`src/design/flash_pkg.sv`:
```
// shared constants and types for the serial flash device and its controller
// assumes both ends run on clk_sys at 250 MHz and meet over flash_link
package flash_pkg;

  // clock and serial timing
  localparam int CLK_NS = 4;
  localparam int SCLK_NS = 48;
  localparam logic [3:0] SCLK_HALF_CYC = 4'(SCLK_NS / (2 * CLK_NS));
  localparam int BUSY_NS = 400;
  localparam logic [7:0] BUSY_CYC = 8'(BUSY_NS / CLK_NS);

  // array geometry
  localparam int ADDR_W = 24;
  localparam int BLOCKS = 128;
  localparam logic [6:0] TOP_BLOCK = 7'h7f;
  localparam int LOCK_BITS = 160;
  localparam logic [7:0] LOCK_LO_BASE = 8'h80;
  localparam logic [7:0] LOCK_HI_BASE = 8'h90;
  localparam logic [8:0] OTP_ESN_LAST = 9'h00f;

  // command codes
  localparam logic [7:0] OPC_WRITE_STATUS_CMD = 8'h01;
  localparam logic [7:0] OPC_PP = 8'h02;
  localparam logic [7:0] OPC_READ = 8'h03;
  localparam logic [7:0] OPC_WRDI = 8'h04;
  localparam logic [7:0] OPC_RDSR = 8'h05;
  localparam logic [7:0] OPC_WRITE_ENABLE_CMD = 8'h06;
  localparam logic [7:0] OPC_SE = 8'h20;
  localparam logic [7:0] OPC_RDSCUR = 8'h2b;
  localparam logic [7:0] OPC_WRITE_SECURITY_REG_CMD = 8'h2f;
  localparam logic [7:0] OPC_SBLK = 8'h36;
  localparam logic [7:0] OPC_SBULK = 8'h39;
  localparam logic [7:0] OPC_CE = 8'h60;
  localparam logic [7:0] OPC_ENTER_OTP_MODE_CMD = 8'hb1;
  localparam logic [7:0] OPC_EXIT_OTP_MODE_CMD = 8'hc1;
  localparam logic [7:0] OPC_BE = 8'hd8;

  // status and security register bit positions
  localparam int ST_BUSY = 0;
  localparam int ST_WEL = 1;
  localparam int ST_LEVEL_LSB = 2;
  localparam int ST_TB = 6;
  localparam int SCUR_FACTORY = 0;
  localparam int SCUR_CUST = 1;

  // array operation kinds handed to the storage
  localparam logic [1:0] OP_PROG = 2'h0;
  localparam logic [1:0] OP_SECTOR = 2'h1;
  localparam logic [1:0] OP_BLOCK = 2'h2;
  localparam logic [1:0] OP_CHIP = 2'h3;

  // controller register offsets and control fields
  localparam logic [3:0] REG_CTRL = 4'h0;
  localparam logic [3:0] REG_ADDR = 4'h4;
  localparam logic [3:0] REG_WDATA = 4'h8;
  localparam logic [3:0] REG_STATUS = 4'hc;
  localparam int CTRL_HAS_ADDR = 8;
  localparam int CTRL_SEND_DATA = 9;
  localparam int CTRL_READ_BYTE = 10;
  localparam int CTRL_START = 11;

  typedef enum logic [3:0] {
    D_IDLE = 4'b0001,
    D_CMD = 4'b0010,
    D_ACT = 4'b0100,
    D_STBY = 4'b1000
  } dev_state_t;

  typedef enum logic [2:0] {
    H_IDLE = 3'b001,
    H_SHIFT = 3'b010,
    H_GAP = 3'b100
  } host_state_t;

endpackage

```
`src/design/flash_link.sv`:
```
// serial link between the flash controller and the flash device
// assumes the data output line idles high when the device does not drive it
`timescale 1ns/1ns
`default_nettype none
interface flash_link;
  logic cs_n;
  logic sclk;
  logic si;
  logic so;
  logic so_oe;
  logic so_line;

  // resolved output line: released line reads as pulled high
  assign so_line = so_oe ? so : 1'b1;

  modport dev (input cs_n, input sclk, input si, output so, output so_oe);
  modport host (output cs_n, output sclk, output si, input so_line);
endinterface
`default_nettype wire

```
`src/design/flash_dev.sv`:
```
// serial flash device: command decode, protection, otp and lock logic
// assumes storage outside answers rd_data one cycle after rd_addr changes
// and performs each op pulse; link pins come from another clock domain
`timescale 1ns/1ns
`default_nettype none
// Functional notes
// - bottom select: levels 1-7 guard lowest blocks
// - levels 8 to 15 guard all blocks
// - chip erase only with level zero
// - 4K-bit otp; security bit 0 factory lock
// - host enters otp, programs, then exits
// - security write sets customer lock bit 1
// - locked otp part and lock bit frozen
// - otp mode hides the main array
// - otp bytes 0-F serial, 10-1FF customer
// - 8M bytes in 4K sectors, 2048
// - end blocks lock per sector, others per block
// - host reads status before each command
// - bad opcode: standby, output released, until select
// - good opcode: active until select rises; read while busy: standby
// - sample on sclk rise, shift on fall
// - read types stream data, stop anywhere
// - write types need byte boundary at end
// - array access ignored while busy
// - top select: levels 1-7 guard highest blocks
// - write latch needed; cleared after each write
module flash_dev (
  input wire logic clk_sys,
  input wire logic rst_n,
  input wire logic ce,
  flash_link.dev link,
  input wire logic factory_lock_in,
  output logic [flash_pkg::ADDR_W-1:0] rd_addr,
  output logic rd_otp,
  input wire logic [7:0] rd_data,
  output logic op_valid,
  output logic [1:0] op_kind,
  output logic [flash_pkg::ADDR_W-1:0] op_addr,
  output logic [7:0] op_data,
  output logic op_otp
);
  import flash_pkg::*;

  typedef struct packed {
    logic [2:0] cs_s;
    logic [2:0] sclk_s;
    logic [1:0] si_s;
    dev_state_t st;
    logic [2:0] bit_cnt;
    logic [2:0] byte_cnt;
    logic [7:0] shin;
    logic [7:0] shout;
    logic [7:0] opc;
    logic [ADDR_W-1:0] addr;
    logic [7:0] data;
    logic so;
    logic so_oe;
    logic write_enable_latch;
    logic [3:0] level;
    logic tb;
    logic otp_mode;
    logic cust_lock;
    logic fact_lock;
    logic [1:0] fact_s;
    logic [7:0] busy_cnt;
    logic [LOCK_BITS-1:0] locks;
    logic [ADDR_W-1:0] rd_addr;
    logic op_valid;
    logic [1:0] op_kind;
    logic [ADDR_W-1:0] op_addr;
    logic [7:0] op_data;
    logic op_otp;
  } dev_regs_t;

  dev_regs_t q, n;
  logic [7:0] b;
  logic [7:0] src;
  logic busy;
  logic cs_rise;
  logic cs_fall;
  logic sclk_rise;
  logic sclk_fall;
  logic rd_phase;
  logic wr_ok;

  // level-based guard of one 64K block
  function automatic logic level_prot(input logic [3:0] lvl, input logic tb,
                                      input logic [6:0] blk);
    logic [7:0] cnt;
    cnt = 8'h01 << (lvl - 4'h1);
    if (lvl[3]) return 1'b1;
    if (lvl == 4'h0) return 1'b0;
    if (tb) return {1'b0, blk} < cnt;
    return {1'b0, blk} >= (8'(BLOCKS) - cnt);
  endfunction

  // lock bit index: end blocks split into 16 sectors each
  function automatic logic [7:0] lock_idx(input logic [ADDR_W-1:0] a);
    if (a[22:16] == 7'h00) return LOCK_LO_BASE + {4'h0, a[15:12]};
    if (a[22:16] == TOP_BLOCK) return LOCK_HI_BASE + {4'h0, a[15:12]};
    return {1'b0, a[22:16]};
  endfunction

  // whole-block lock test, any sector lock counts for an end block
  function automatic logic block_locked(input logic [LOCK_BITS-1:0] lk,
                                        input logic [6:0] blk);
    if (blk == 7'h00) return |lk[LOCK_LO_BASE +: 16];
    if (blk == TOP_BLOCK) return |lk[LOCK_HI_BASE +: 16];
    return lk[blk];
  endfunction

  assign busy = q.busy_cnt != 8'h00;
  assign cs_rise = q.cs_s[1] && !q.cs_s[2];
  assign cs_fall = !q.cs_s[1] && q.cs_s[2];
  assign sclk_rise = q.sclk_s[1] && !q.sclk_s[2];
  assign sclk_fall = !q.sclk_s[1] && q.sclk_s[2];
  assign b = {q.shin[6:0], q.si_s[1]};
  assign wr_ok = q.write_enable_latch && !busy;
  // read types stream from the byte after opcode or address
  assign rd_phase = ((q.opc == OPC_RDSR || q.opc == OPC_RDSCUR)
                     && q.byte_cnt != 3'd0)
                    || (q.opc == OPC_READ && q.byte_cnt >= 3'd4);

  // source byte for the next output byte
  always_comb begin
    src = rd_data;
    if (q.opc == OPC_RDSR) begin
      src = {1'b0, q.tb, q.level, q.write_enable_latch, busy};
    end else if (q.opc == OPC_RDSCUR) begin
      src = {6'h00, q.cust_lock, q.fact_lock};
    end
  end

  // next-state logic for the whole device
  always_comb begin
    n = q;
    n.op_valid = 1'b0;
    n.cs_s = {q.cs_s[1:0], link.cs_n};
    n.sclk_s = {q.sclk_s[1:0], link.sclk};
    n.si_s = {q.si_s[0], link.si};
    if (busy) begin
      n.busy_cnt = q.busy_cnt - 8'h01;
    end
    // strap comes from a pin: two flops first; once seen it holds until reset
    n.fact_s = {q.fact_s[0], factory_lock_in};
    if (q.fact_s[1]) n.fact_lock = 1'b1;
    if (cs_rise) begin
      n.st = D_IDLE;
      n.so_oe = 1'b0;
      // write types act only when select rises on a byte boundary
      if (q.st == D_ACT && q.bit_cnt == 3'd0) begin
        unique case (q.opc)
          OPC_WRITE_ENABLE_CMD: n.write_enable_latch = 1'b1;
          OPC_WRDI: n.write_enable_latch = 1'b0;
          OPC_WRITE_STATUS_CMD: begin
            if (wr_ok && q.byte_cnt >= 3'd2) begin
              n.level = q.data[ST_LEVEL_LSB +: 4];
              n.tb = q.data[ST_TB];
              n.write_enable_latch = 1'b0;
              n.busy_cnt = BUSY_CYC;
            end
          end
          OPC_PP: begin
            if (wr_ok && q.byte_cnt >= 3'd5) begin
              n.write_enable_latch = 1'b0;
              if (q.otp_mode) begin
                // serial part under factory lock, rest under customer
                if ((q.addr[8:0] <= OTP_ESN_LAST) ? !q.fact_lock
                                                   : !q.cust_lock) begin
                  n.op_valid = 1'b1;
                end
              end else if (!level_prot(q.level, q.tb, q.addr[22:16])
                           && !q.locks[lock_idx(q.addr)]) begin
                n.op_valid = 1'b1;
              end
              n.op_kind = OP_PROG;
            end
          end
          OPC_SE, OPC_BE: begin
            if (wr_ok && q.byte_cnt >= 3'd4) begin
              n.write_enable_latch = 1'b0;
              n.op_kind = (q.opc == OPC_SE) ? OP_SECTOR : OP_BLOCK;
              if (!q.otp_mode && !level_prot(q.level, q.tb, q.addr[22:16])
                  && !((q.opc == OPC_SE) ? q.locks[lock_idx(q.addr)]
                       : block_locked(q.locks, q.addr[22:16]))) begin
                n.op_valid = 1'b1;
              end
            end
          end
          OPC_CE: begin
            if (wr_ok) begin
              n.write_enable_latch = 1'b0;
              n.op_kind = OP_CHIP;
              if (q.level == 4'h0 && !q.otp_mode) n.op_valid = 1'b1;
            end
          end
          OPC_ENTER_OTP_MODE_CMD: n.otp_mode = 1'b1;
          OPC_EXIT_OTP_MODE_CMD: n.otp_mode = 1'b0;
          OPC_WRITE_SECURITY_REG_CMD: begin
            if (wr_ok) begin
              n.cust_lock = 1'b1;
              n.write_enable_latch = 1'b0;
            end
          end
          OPC_SBLK, OPC_SBULK: begin
            if (wr_ok && q.byte_cnt >= 3'd4) begin
              n.locks[lock_idx(q.addr)] = (q.opc == OPC_SBLK);
              n.write_enable_latch = 1'b0;
            end
          end
          default: n.write_enable_latch = q.write_enable_latch;
        endcase
        if (n.op_valid) begin
          n.op_addr = q.addr;
          n.op_data = q.data;
          n.op_otp = q.otp_mode;
          n.busy_cnt = BUSY_CYC;
        end
      end
    end else if (cs_fall) begin
      n.st = D_CMD;
      n.bit_cnt = 3'd0;
      n.byte_cnt = 3'd0;
      n.so_oe = 1'b0;
    end else if (q.st == D_CMD || q.st == D_ACT) begin
      if (sclk_rise) begin
        // input bits taken on the rising edge
        n.shin = b;
        n.bit_cnt = q.bit_cnt + 3'd1;
        if (q.bit_cnt == 3'd7) begin
          if (q.byte_cnt != 3'd7) n.byte_cnt = q.byte_cnt + 3'd1;
          if (q.byte_cnt == 3'd0) begin
            n.opc = b;
            unique case (b)
              OPC_WRITE_STATUS_CMD, OPC_PP, OPC_WRDI, OPC_RDSR, OPC_WRITE_ENABLE_CMD, OPC_SE,
              OPC_RDSCUR, OPC_WRITE_SECURITY_REG_CMD, OPC_SBLK, OPC_SBULK, OPC_CE,
              OPC_ENTER_OTP_MODE_CMD, OPC_EXIT_OTP_MODE_CMD, OPC_BE: n.st = D_ACT;
              OPC_READ: n.st = busy ? D_STBY : D_ACT;
              default: n.st = D_STBY;
            endcase
          end else begin
            if (q.byte_cnt <= 3'd3) n.addr = {q.addr[15:0], b};
            if (q.opc != OPC_WRITE_STATUS_CMD || q.byte_cnt == 3'd1) n.data = b;
            if (q.byte_cnt == 3'd3) n.rd_addr = {q.addr[15:0], b};
          end
        end
      end else if (sclk_fall && q.st == D_ACT && rd_phase) begin
        // output bits change on the falling edge
        n.so_oe = 1'b1;
        if (q.bit_cnt == 3'd0) begin
          n.so = src[7];
          n.shout = {src[6:0], 1'b0};
          if (q.opc == OPC_READ) begin
            n.rd_addr = q.rd_addr + 24'h00_0001;
          end
        end else begin
          n.so = q.shout[7];
          n.shout = {q.shout[6:0], 1'b0};
        end
      end
    end
  end

  // all state registered here; ce low freezes it
  always_ff @(posedge clk_sys or negedge rst_n) begin
    if (!rst_n) begin
      q <= '0;
      q.cs_s <= 3'h7;
      q.st <= D_IDLE;
    end else if (ce) begin
      q <= n;
    end
  end

  assign link.so = q.so;
  assign link.so_oe = q.so_oe;
  assign rd_addr = q.rd_addr;
  assign rd_otp = q.otp_mode;
  assign op_valid = q.op_valid;
  assign op_kind = q.op_kind;
  assign op_addr = q.op_addr;
  assign op_data = q.op_data;
  assign op_otp = q.op_otp;
endmodule
`default_nettype wire

```
`src/flat_wrapper.sv`:
```
// flat-port wrapper written by rule: the top's interface ports become plain ports
module flash_dev_flat import flash_pkg::*;
  (clk_sys, rst_n, ce, factory_lock_in, rd_addr, rd_otp, rd_data, op_valid, op_kind, op_addr, op_data, op_otp, link_cs_n, link_sclk, link_si, link_so, link_so_oe);
  flash_link link_i ();
  input wire logic clk_sys;
  input wire logic rst_n;
  input wire logic ce;
  input wire logic factory_lock_in;
  output logic [flash_pkg::ADDR_W-1:0] rd_addr;
  output logic rd_otp;
  input wire logic [7:0] rd_data;
  output logic op_valid;
  output logic [1:0] op_kind;
  output logic [flash_pkg::ADDR_W-1:0] op_addr;
  output logic [7:0] op_data;
  output logic op_otp;
  input wire logic [$bits(link_i.cs_n)-1:0] link_cs_n;
  input wire logic [$bits(link_i.sclk)-1:0] link_sclk;
  input wire logic [$bits(link_i.si)-1:0] link_si;
  output wire logic [$bits(link_i.so)-1:0] link_so;
  output wire logic [$bits(link_i.so_oe)-1:0] link_so_oe;
  assign link_i.cs_n = link_cs_n;
  assign link_i.sclk = link_sclk;
  assign link_i.si = link_si;
  assign link_so = link_i.so;
  assign link_so_oe = link_i.so_oe;
  flash_dev u_core (.clk_sys(clk_sys), .rst_n(rst_n), .ce(ce), .link(link_i), .factory_lock_in(factory_lock_in), .rd_addr(rd_addr), .rd_otp(rd_otp), .rd_data(rd_data), .op_valid(op_valid), .op_kind(op_kind), .op_addr(op_addr), .op_data(op_data), .op_otp(op_otp));
endmodule
```
`config.mk`:
```
export PLATFORM = sky130hd
export DESIGN_NAME = flash_dev_flat
export DESIGN_NICKNAME = d
export VERILOG_FILES = /design/src/design/flash_pkg.sv /design/src/design/flash_link.sv /design/src/design/flash_dev.sv /design/src/flat_wrapper.sv
export SDC_FILE = /design/constraint.sdc
export NUM_CORES = 1
export LEC_CHECK = 0
export BUFFER_PORTS_ARGS = -buffer_cell sky130_fd_sc_hd__buf_2
export CELL_PAD_IN_SITES_DETAIL_PLACEMENT = 2
export CELL_PAD_IN_SITES_GLOBAL_PLACEMENT = 2
export CORE_MARGIN = 4
export CORE_UTILIZATION = 43
export DETAILED_ROUTE_END_ITERATION = 7
export GPL_ROUTABILITY_DRIVEN = 1
export PLACE_DENSITY_LB_ADDON = 0.1
export SYNTH_ARGS = -nofsm -noshare
export SYNTH_HDL_FRONTEND = slang
export SYNTH_SLANG_ARGS = --single-unit
export TNS_END_PERCENT = 50
```
`constraint.sdc`:
```
create_clock -name clk_sys -period 12.1 [get_ports clk_sys]
set_clock_uncertainty 0.2 [all_clocks]
set_input_delay 1.21 -clock clk_sys [delete_from_list [all_inputs] [get_ports clk_sys]]
set_output_delay 1.21 -clock clk_sys [all_outputs]
set_load 0.05 [all_outputs]
```
==> flow_summary.ini, run 1 <==
[yosys]
yosysWarningCount = 0
yosysTopAreaCell = dfrtp_1
avgSynthCellArea_um2 = 9.24
synth_seq_area_share = 0.427
synth_area_um2 = 18400
synth_ff_type = dfrtp_1
synth-edff-count = 0
async_flop_share = 1.00
synth_fp_nets = 2029
ys_types = 80
synth.area.top_cells = dfrtp_1 (42%), o21ai_0 (6.7%), o31ai_1 (5.4%)
post_synth_inst_count = 1988
synth_top_area_share = 0.421
ys_ff_latch = 313

[setup_path]
arrival_ns = 6.42
rrSetupSlack_ns = 5.91
r2r-start = u_core.q[269]$_DFFE_PN0P_
worst-r2r-cell-count = 12
critical_path.endpoint_type = register
r2r-end = u_core.op_addr[4]$_DFFE_PN0P_
worstSetupStartpointType = register
criticalPathCategory = reg -> reg
required_ns = 12.33
critPathMaxFanout = 34

[clock_network]
cts_tree = built
cts_buffers = 37
clockBufferDepth = 3
clock_latency_ns = 0.57
hold_buffers = 0
cts_root_buf = clkbuf_16
cts_max_level = 2
cts_resized = 0
clock-sinks = 313
clk_pin_slew_ns = 0.06
post_cts_buffers = 0

[die]
rows = 75
core_um2 = 42100
die_width_um = 215
start_util = 0.436
boundaryPins = 78
die_h_um = 215
design.die.area_um2 = 46100

[grt]
track_usage = 0.303
grt_pass1_wl_um = 110000
grt_max_degree = 135
antenna_found_initial = 0
overflow = 0
first_global_vias = 17600

[final_layout]
area.growth.synth_to_final_pct = 7.86
antennaDiodeCount = 0
drive_above_1_share = 0.142
utilization = 0.470
fillCellCount = 4471
final_net_count = 1958

[pwr]
p_leak_nw = 8.27
powerDensity_nw_per_um2 = 122
ir_drop_v = 0.000105
power.total_w = 0.00241

[timing]
hold_viol = 0
rsz0062_at_grt = false
relSlewSlack = 0.105
min_period_ns = 6.19
fin_crit_sh = 0.511
layout_setup_ws_ns = 5.91
fmaxAchievable_mhz = 162
finalSetupViolCount = 0
worstMarginPinSlew_ns = 1.34
slew_violations = 0
hold_ws_ns = 0.222
tns_ns = 0

[place]
place_hpwl_um = 49100
port_buffers = 77
place.gp.congestion = 0.936
pre_cts_ws_ns = 6.02

[min_path]
min_path_type = reg -> reg
hold_path_depth = 0

[route]
wl_per_cell_um = 28.6
postRouteWirelength_um = 70900
vias_per_cell = 6.54
final_antenna_net_count = 0
vias = 16200
route.detailed.drc = 0
first_pass_iters = 5
drt_iter0_markers = 1388

[run_status]
outcome = finished, final reports clean

[flow_run]
max_cap_violations = 0
## worst max-delay path, stage by stage (launching register included)
cell,delay (ns)
dfrtp_1,1.10
and4_1,0.42
a31oi_1,0.44
nor2_4,0.55
buf_4,0.51
mux2i_1,0.48
o22a_1,0.31
a31oi_1,0.11
a2111oi_2,0.46
a21oi_1,0.22
a211oi_4,0.24
buf_4,0.48
mux2_1,0.42
## area by class of cell
cell class / instances / area [µm²] / share of cell area
Tap cell: 539 / 674 / 0.0340
Clock buffer: 54 / 1090 / 0.0550
Timing Repair Buffer: 105 / 618 / 0.0312
Clock inverter: 8 / 123 / 0.00619
Inverter: 30 / 113 / 0.00568
Sequential cell: 313 / 7840 / 0.396
Multi-Input combinational cell: 1430 / 9350 / 0.472
## kinds of logic after synthesis
| kind of cell | count (synthesis) | share of synthesized area |
|---|---|---|
| xor gates and xnor gates | 2 | 0.000954 |
| adders and majority gates | 26 | 0.0177 |
| buffers and inverters | 245 | 0.0657 |
| muxes | 167 | 0.110 |
| AOI/OAI and AO/OA | 655 | 0.228 |
| DFF | 313 | 0.427 |
| and+or+nand+nor | 580 | 0.151 |
## layer usage
layer,up-vias,global-route usage,share of wire
met3,138,0.0378,0.038
li1,7176,-,-
met1,8520,0.383,0.42
met5,-,0,0
met2,391,0.534,0.50
met4,0,0.110,0.038
## stage by stage
step,instances,cell area (µm²)
2_1_floorplan,1988,18400
6_report,2479,19800
3_3_place_gp,2417,18600
4_1_cts,2479,19800
5_1_grt,2479,19800
3_5_place_dp,2417,18600
## cell usage after synthesis (11+ instances only)
library cell,instances
a211o_1,13
a211oi_1,26
a21oi_1,95
a22oi_1,13
a31oi_1,14
and3_1,29
buf_2,14
buf_4,62
clkbuf_1,125
dfrtp_1,309
ha_1,26
inv_1,30
mux2_1,29
mux2_2,69
mux2i_1,51
mux4_2,18
nand2_1,235
nand2b_1,13
nand3_1,61
nand4_1,11
nor2_1,89
nor2b_1,25
nor3_1,41
nor4_1,13
o21ai_0,245
o22ai_1,16
o31ai_1,132
or3_1,15
## power breakdown
part	switching (W)	internal (W)
clock	0.000466	0.000668
sequential	0.0000376	0.00107
combinational	0.000110	0.0000543
total	0.000614	0.00179
## placed cells by master, fill, tap and decap left out, types with 14 or more instances in the layout
master     instances
inv_1             30
clkbuf_16         37
a211oi_1          26
nor3_1            40
ha_1              26
a21oi_1           95
a31oi_1           14
mux4_2            18
o21ai_0          245
nand2_1          235
and3_1            29
mux2_2            69
buf_4             27
nand3_1           61
dfrtp_1          307
nor2_1            88
or3_1             15
mux2i_1           51
nor2b_1           25
buf_2             76
mux2_1            29
o22ai_1           16
o31ai_1          132
## worst max-delay path by stage
stage	from	to	slack, ns	depth (start not counted)
global route	u_core.q[269]$_DFFE_PN0P_	u_core.op_addr[4]$_DFFE_PN0P_	5.75	12
CTS	u_core.q[269]$_DFFE_PN0P_	u_core.op_addr[4]$_DFFE_PN0P_	6.01	12
global placement	u_core.q[269]$_DFFE_PN0P_	u_core.op_addr[23]$_DFFE_PN0P_	6.19	12
finish	u_core.q[269]$_DFFE_PN0P_	u_core.op_addr[4]$_DFFE_PN0P_	5.91	12
detailed placement	u_core.q[269]$_DFFE_PN0P_	u_core.op_addr[4]$_DFFE_PN0P_	6.02	12
floorplan	u_core.q[235]$_DFFE_PN0P_	u_core.op_addr[13]$_DFFE_PN0P_	7.98	17
(Power assumes the default switching activity.)
==> run 2, diff against run 1 <==
--- a/config.mk
+++ b/config.mk
@@ -9,7 +9,7 @@
 export CELL_PAD_IN_SITES_DETAIL_PLACEMENT = 2
 export CELL_PAD_IN_SITES_GLOBAL_PLACEMENT = 2
 export CORE_MARGIN = 4
-export CORE_UTILIZATION = 43
+export CORE_UTILIZATION = 36
 export DETAILED_ROUTE_END_ITERATION = 7
 export GPL_ROUTABILITY_DRIVEN = 1
 export PLACE_DENSITY_LB_ADDON = 0.1
==> constraint.sdc (replaced) <==
create_clock -name clk_sys -period 5.5 [get_ports clk_sys]
set_clock_uncertainty 0.2 [all_clocks]
set_input_delay 0.55 -clock clk_sys [delete_from_list [all_inputs] [get_ports clk_sys]]
set_output_delay 0.55 -clock clk_sys [all_outputs]
set_load 0.05 [all_outputs]
==> run 2 against run 1 <==
Against the previous run:
- cell area grew 3.1%
- critical path depth increased by 1
- clock power is 140% higher
- sequential power up 120%
- die area is 19% higher
- register-to-register slack worse by 5.6 ns
- global-route usage decreased by 4.5 points
- total power up 130%
- combinational power grew 110%
- critical path type unchanged
==> flow_summary.ini, run 2 (synthesis gave the netlist of run 1 again) <==
[run_status]
outcome = finished, final reports clean

[route]
vias = 16100
first_pass_iters = 5
postRouteWirelength_um = 71000
drt_iter0_markers = 1298
final_antenna_net_count = 0
vias_per_cell = 6.06
wl_per_cell_um = 26.7
route.detailed.drc = 0

[clock_network]
cts_max_level = 2
cts_buffers = 39
clock-sinks = 313
hold_buffers = 4
post_cts_buffers = 0
clockBufferDepth = 3
cts_resized = 0
cts_root_buf = clkbuf_16
cts_tree = built
clock_latency_ns = 0.58
clk_pin_slew_ns = 0.06

[pwr]
p_leak_nw = 8.53
powerDensity_nw_per_um2 = 269
ir_drop_v = 0.000179

[final_layout]
area.growth.synth_to_final_pct = 11.2
utilization = 0.406
antennaDiodeCount = 0
final_net_count = 1995
mostFrequentLayoutCell = dfrtp_1
final_cell_mix = dfrtp_1 (307), o21ai_0 (245), nand2_1 (235)
fillCellCount = 5490
drive_above_1_share = 0.160

[die]
die_width_um = 234
die_h_um = 234
design.die.area_um2 = 54700
rows = 82
boundaryPins = 78
core_um2 = 50300
start_util = 0.365

[timing]
worstMarginPinSlew_ns = 1.32
min_period_ns = 5.24
rsz0062_at_grt = false
relSlewSlack = 0.120
finalSetupViolCount = 0
slew_violations = 0
fin_crit_sh = 0.952
fmaxAchievable_mhz = 191
tns_ns = 0
layout_setup_ws_ns = 0.264
hold_viol = 0

[grt]
antenna_found_initial = 0
grt_pass1_wl_um = 109000
grt_max_degree = 99
track_usage = 0.257
first_global_vias = 17100
overflow = 0

[setup_path]
critPathMaxFanout = 33
criticalPathCategory = reg -> reg
crit_buf_inv = 4
path_cells = buf_4 > inv_1 > nor2_1 > a311oi_2 > buf_4 > a211oi_1 > o41ai_2 > o21ai_0 > a311oi_1 > nand3_1 > a211oi_4 > buf_12 > mux2_2
cp_slowest_cell = a311oi_2
critical_path.endpoint_type = register
worstSetupStartpointType = register
arrival_ns = 5.49
critical_path.most_common_cell = buf_4
critPathTopFamily = compound AO/OA/AOI/OAI gates
required_ns = 5.75
slowest_delay_ns = 0.80

[place]
pre_cts_ws_ns = 0.494
place.gp.congestion = 0.921
place_hpwl_um = 51000
port_buffers = 77

[min_path]
min_path_type = in -> reg

[flow_run]
max_cap_violations = 0
==> run 2: path summary, 6_finish.rpt <==
check	slack, ns	end	from	cells after the start
max	0.26	u_core.op_otp$_DFFE_PN0P_	u_core.q[268]$_DFFE_PN0P_	13
min	0.04	u_core.n[308]$_DFFE_PN0P_	link_si	2
max reg2reg	0.26	u_core.op_otp$_DFFE_PN0P_	u_core.q[268]$_DFFE_PN0P_	13
min reg2reg	0.20	register	register	0
max in group asynchronous	3.31	u_core.n[229]$_DFFE_PN0P_	rst_n	3
min in group asynchronous	0.35	u_core.rd_addr[12]$_DFFE_PN0P_	rst_n	2
==> run 2: metrics by stage <==
step	total power [W]	cell area, µm²	hold WS, ns	cells
after detailed placement	0.00283	19000	0.187	2581
after global routing	0.00573	20400	0.0155	2655
after CTS	0.00558	20400	0.00238	2655
after floorplan	0.00267	18400	0.0544	1988
after global placement	0.00280	19000	0.185	2581
final	0.00549	20400	0.0368	2655
==> run 2: power by group <==
group	switching (W)	internal [W]
sequential	0.0000763	0.00236
combinational	0.000227	0.000121
clock	0.00108	0.00162
total	0.00139	0.00410
==> run 2: layer usage <==
layer | wire [µm] | GRT usage | part of all wire | vias to the layer above
li1 | - | - | - | 7254
met1 | 31300 | 0.338 | 0.44 | 8350
met2 | 34600 | 0.442 | 0.49 | 352
met3 | 2590 | 0.0292 | 0.036 | 123
met4 | 2500 | 0.0884 | 0.035 | 0
met5 | 0 | 0 | 0 | -
==> run 2: layout make-up <==
type | count | area, µm² | area share
timing repair buffer | 140 | 928 | 0.0454
clock inverter | 16 | 220 | 0.0108
multi-input combinational | 1430 | 9360 | 0.458
inverter | 30 | 113 | 0.00551
sequential | 313 | 7840 | 0.384
clock buffer | 54 | 1120 | 0.0549
tap | 672 | 841 | 0.0412
==> run 3, diff against run 2 <==
--- a/config.mk
+++ b/config.mk
@@ -8,7 +8,6 @@
 export BUFFER_PORTS_ARGS = -buffer_cell sky130_fd_sc_hd__buf_2
 export CELL_PAD_IN_SITES_DETAIL_PLACEMENT = 2
 export CELL_PAD_IN_SITES_GLOBAL_PLACEMENT = 2
-export CORE_MARGIN = 4
 export CORE_UTILIZATION = 36
 export DETAILED_ROUTE_END_ITERATION = 7
 export GPL_ROUTABILITY_DRIVEN = 1
==> run 3 against run 2 <==
Against the previous run:
- register-to-register slack worse by 0.02 ns
- sequential power about the same
- sequential share of layout area up 0.15 points
- cell count down 0.11%
- critical path depth down 1
- routed wire length up 0.70%
- critical path type unchanged
==> flow_summary.ini, run 3 (synthesis gave the netlist of run 1 again) <==
[run_status]
outcome = finished, final reports clean

[setup_path]
cp-endpoint = u_core.op_addr[17]$_DFFE_PN0P_
worstSetupStartpoint = u_core.q[267]$_DFFE_PN0P_
r2r-end = u_core.op_addr[17]$_DFFE_PN0P_
r2r-start = u_core.q[267]$_DFFE_PN0P_
worstSetupStartpointType = register
crit_buf_inv = 2
required_ns = 5.74
rrSetupSlack_ns = 0.24
cp.depth = 12
criticalPathCategory = reg -> reg
arrival_ns = 5.50
critPathTopFamily = compound AO/OA/AOI/OAI gates
path_cells = buf_4 > nor3_2 > a31oi_2 > o22ai_1 > a21oi_1 > o41ai_2 > o21ai_0 > a311oi_1 > nand3_1 > a211oi_4 > buf_12 > mux2_1
critical_path.endpoint_type = register
critPathMaxFanout = 33
cp_slowest_cell = o22ai_1
worst-r2r-cell-count = 12
slowest_delay_ns = 0.70

[final_layout]
antennaDiodeCount = 0
area.growth.synth_to_final_pct = 10.8
final_net_count = 1993
mostFrequentLayoutCell = dfrtp_1
drive_above_1_share = 0.157
finalNonFillerCells = 2652
final_cell_mix = dfrtp_1 (307), o21ai_0 (245), nand2_1 (235)

[timing]
tns_ns = 0
min_period_ns = 5.26
relSlewSlack = 0.173
finalSetupViolCount = 0
slew_violations = 0
hold_ws_ns = 0.0304
rsz0062_at_grt = false
hold_viol = 0
fin_crit_sh = 0.956
worstMarginPinSlew_ns = 1.24
fmaxAchievable_mhz = 190

[route]
vias = 16100
route.detailed.drc = 0
first_pass_iters = 5
drt_iter0_markers = 913
vias_per_cell = 6.06
final_antenna_net_count = 0
postRouteWirelength_um = 71500
wl_per_cell_um = 27.0

[pwr]
p_leak_nw = 8.47
ir_drop_v = 0.000193
powerDensity_nw_per_um2 = 263

[min_path]
min_path_type = in -> reg

[place]
port_buffers = 77
place_hpwl_um = 51500
dp.cells = 2580
place.gp.congestion = 0.935

[die]
die_width_um = 228
core_um2 = 50300
die_h_um = 228
design.die.area_um2 = 51900
boundaryPins = 78
rows = 82
start_util = 0.365

[grt]
overflow = 0
grt_pass1_wl_um = 111000
first_global_vias = 17600
track_usage = 0.276
antenna_found_initial = 0
grt_max_degree = 131

[clock_network]
clockBufferDepth = 3
cts_max_level = 2
cts_buffers = 39
clock-sinks = 313
post_cts_buffers = 0
clk_pin_slew_ns = 0.06
cts_tree = built
cts_root_buf = clkbuf_16
clock_latency_ns = 0.57

[flow_run]
max_cap_violations = 0
run 3: changes by cell type in the layout (fill, tap and decap cells not counted), sizes merged:
cell | previous run | this run
bufinv | 4 | 3
buf | 136 | 135
dlygate4sd3 | 4 | 3
clkinvlp | 0 | 1
inv | 31 | 30
clkinv | 11 | 10
clkbuf | 54 | 55
run 3: worst min path at each step:
stage	depth (start not counted)	from	to	slack, ns
6_report	2	link_si	u_core.n[308]$_DFFE_PN0P_	0.03
5_1_grt	2	link_si	u_core.n[308]$_DFFE_PN0P_	0.02
4_1_cts	2	link_si	u_core.n[308]$_DFFE_PN0P_	0.005
3_5_place_dp	0	register	register	0.20
3_3_place_gp	0	register	register	0.21
2_1_floorplan	0	rst_n	asynchronous set/reset pin	0.05
run 3: layer usage:
layer	share of wire	track usage	routed length (µm)	vias to the layer above
met2	0.50	0.480	35800	328
met4	0.036	0.107	2580	0
met5	0	0	0	-
met3	0.033	0.0323	2350	126
met1	0.43	0.348	30700	8359
li1	-	-	-	7254
run 3: worst register-to-register path: stages (launching register included):
cell	delay, ns
dfrtp_1	0.54
buf_4	0.29
nor3_2	0.44
a31oi_2	0.37
o22ai_1	0.70
a21oi_1	0.13
o41ai_2	0.47
o21ai_0	0.16
a311oi_1	0.56
nand3_1	0.31
a211oi_4	0.32
buf_12	0.26
mux2_1	0.40
run 3: cell type report:
class / instances / area (µm²)
flip-flops and latches: 313 / 7840
multi-input cells: 1430 / 9360
clock buffers: 55 / 1090
well taps: 672 / 841
repair buffers: 138 / 936
inverters: 30 / 113
clock inverters: 14 / 170
fillers: 5419 / 29900
run 3: report_power, final:
group / switching (W) / internal [W] / leakage (nW) / total, W
clock network: 0.00105 / 0.00152 / 0.617 / 0.00257
logic: 0.000224 / 0.000121 / 3.59 / 0.000345
registers: 0.0000772 / 0.00236 / 4.26 / 0.00244
run 3: repair_timing:
action,CTS,global route
gates resized for setup,0,0
hold buffers,3,0
endpoints found under the setup margin,0,0
hold endpoints to repair,72,0
run 3: metrics by stage:
| stage | total power (W) | setup WS, ns | cell area (µm²) | utilization |
|---|---|---|---|---|
| after CTS | 0.00544 | 0.385 | 20300 | 0.405 |
| after detailed placement | 0.00283 | 0.437 | 19100 | 0.379 |
| after global routing | 0.00556 | 0.0211 | 20300 | 0.405 |
| final | 0.00536 | 0.242 | 20300 | 0.405 |
| after global placement | 0.00280 | 0.495 | 19100 | 0.379 |
| after floorplan | 0.00267 | 1.38 | 18400 | - |
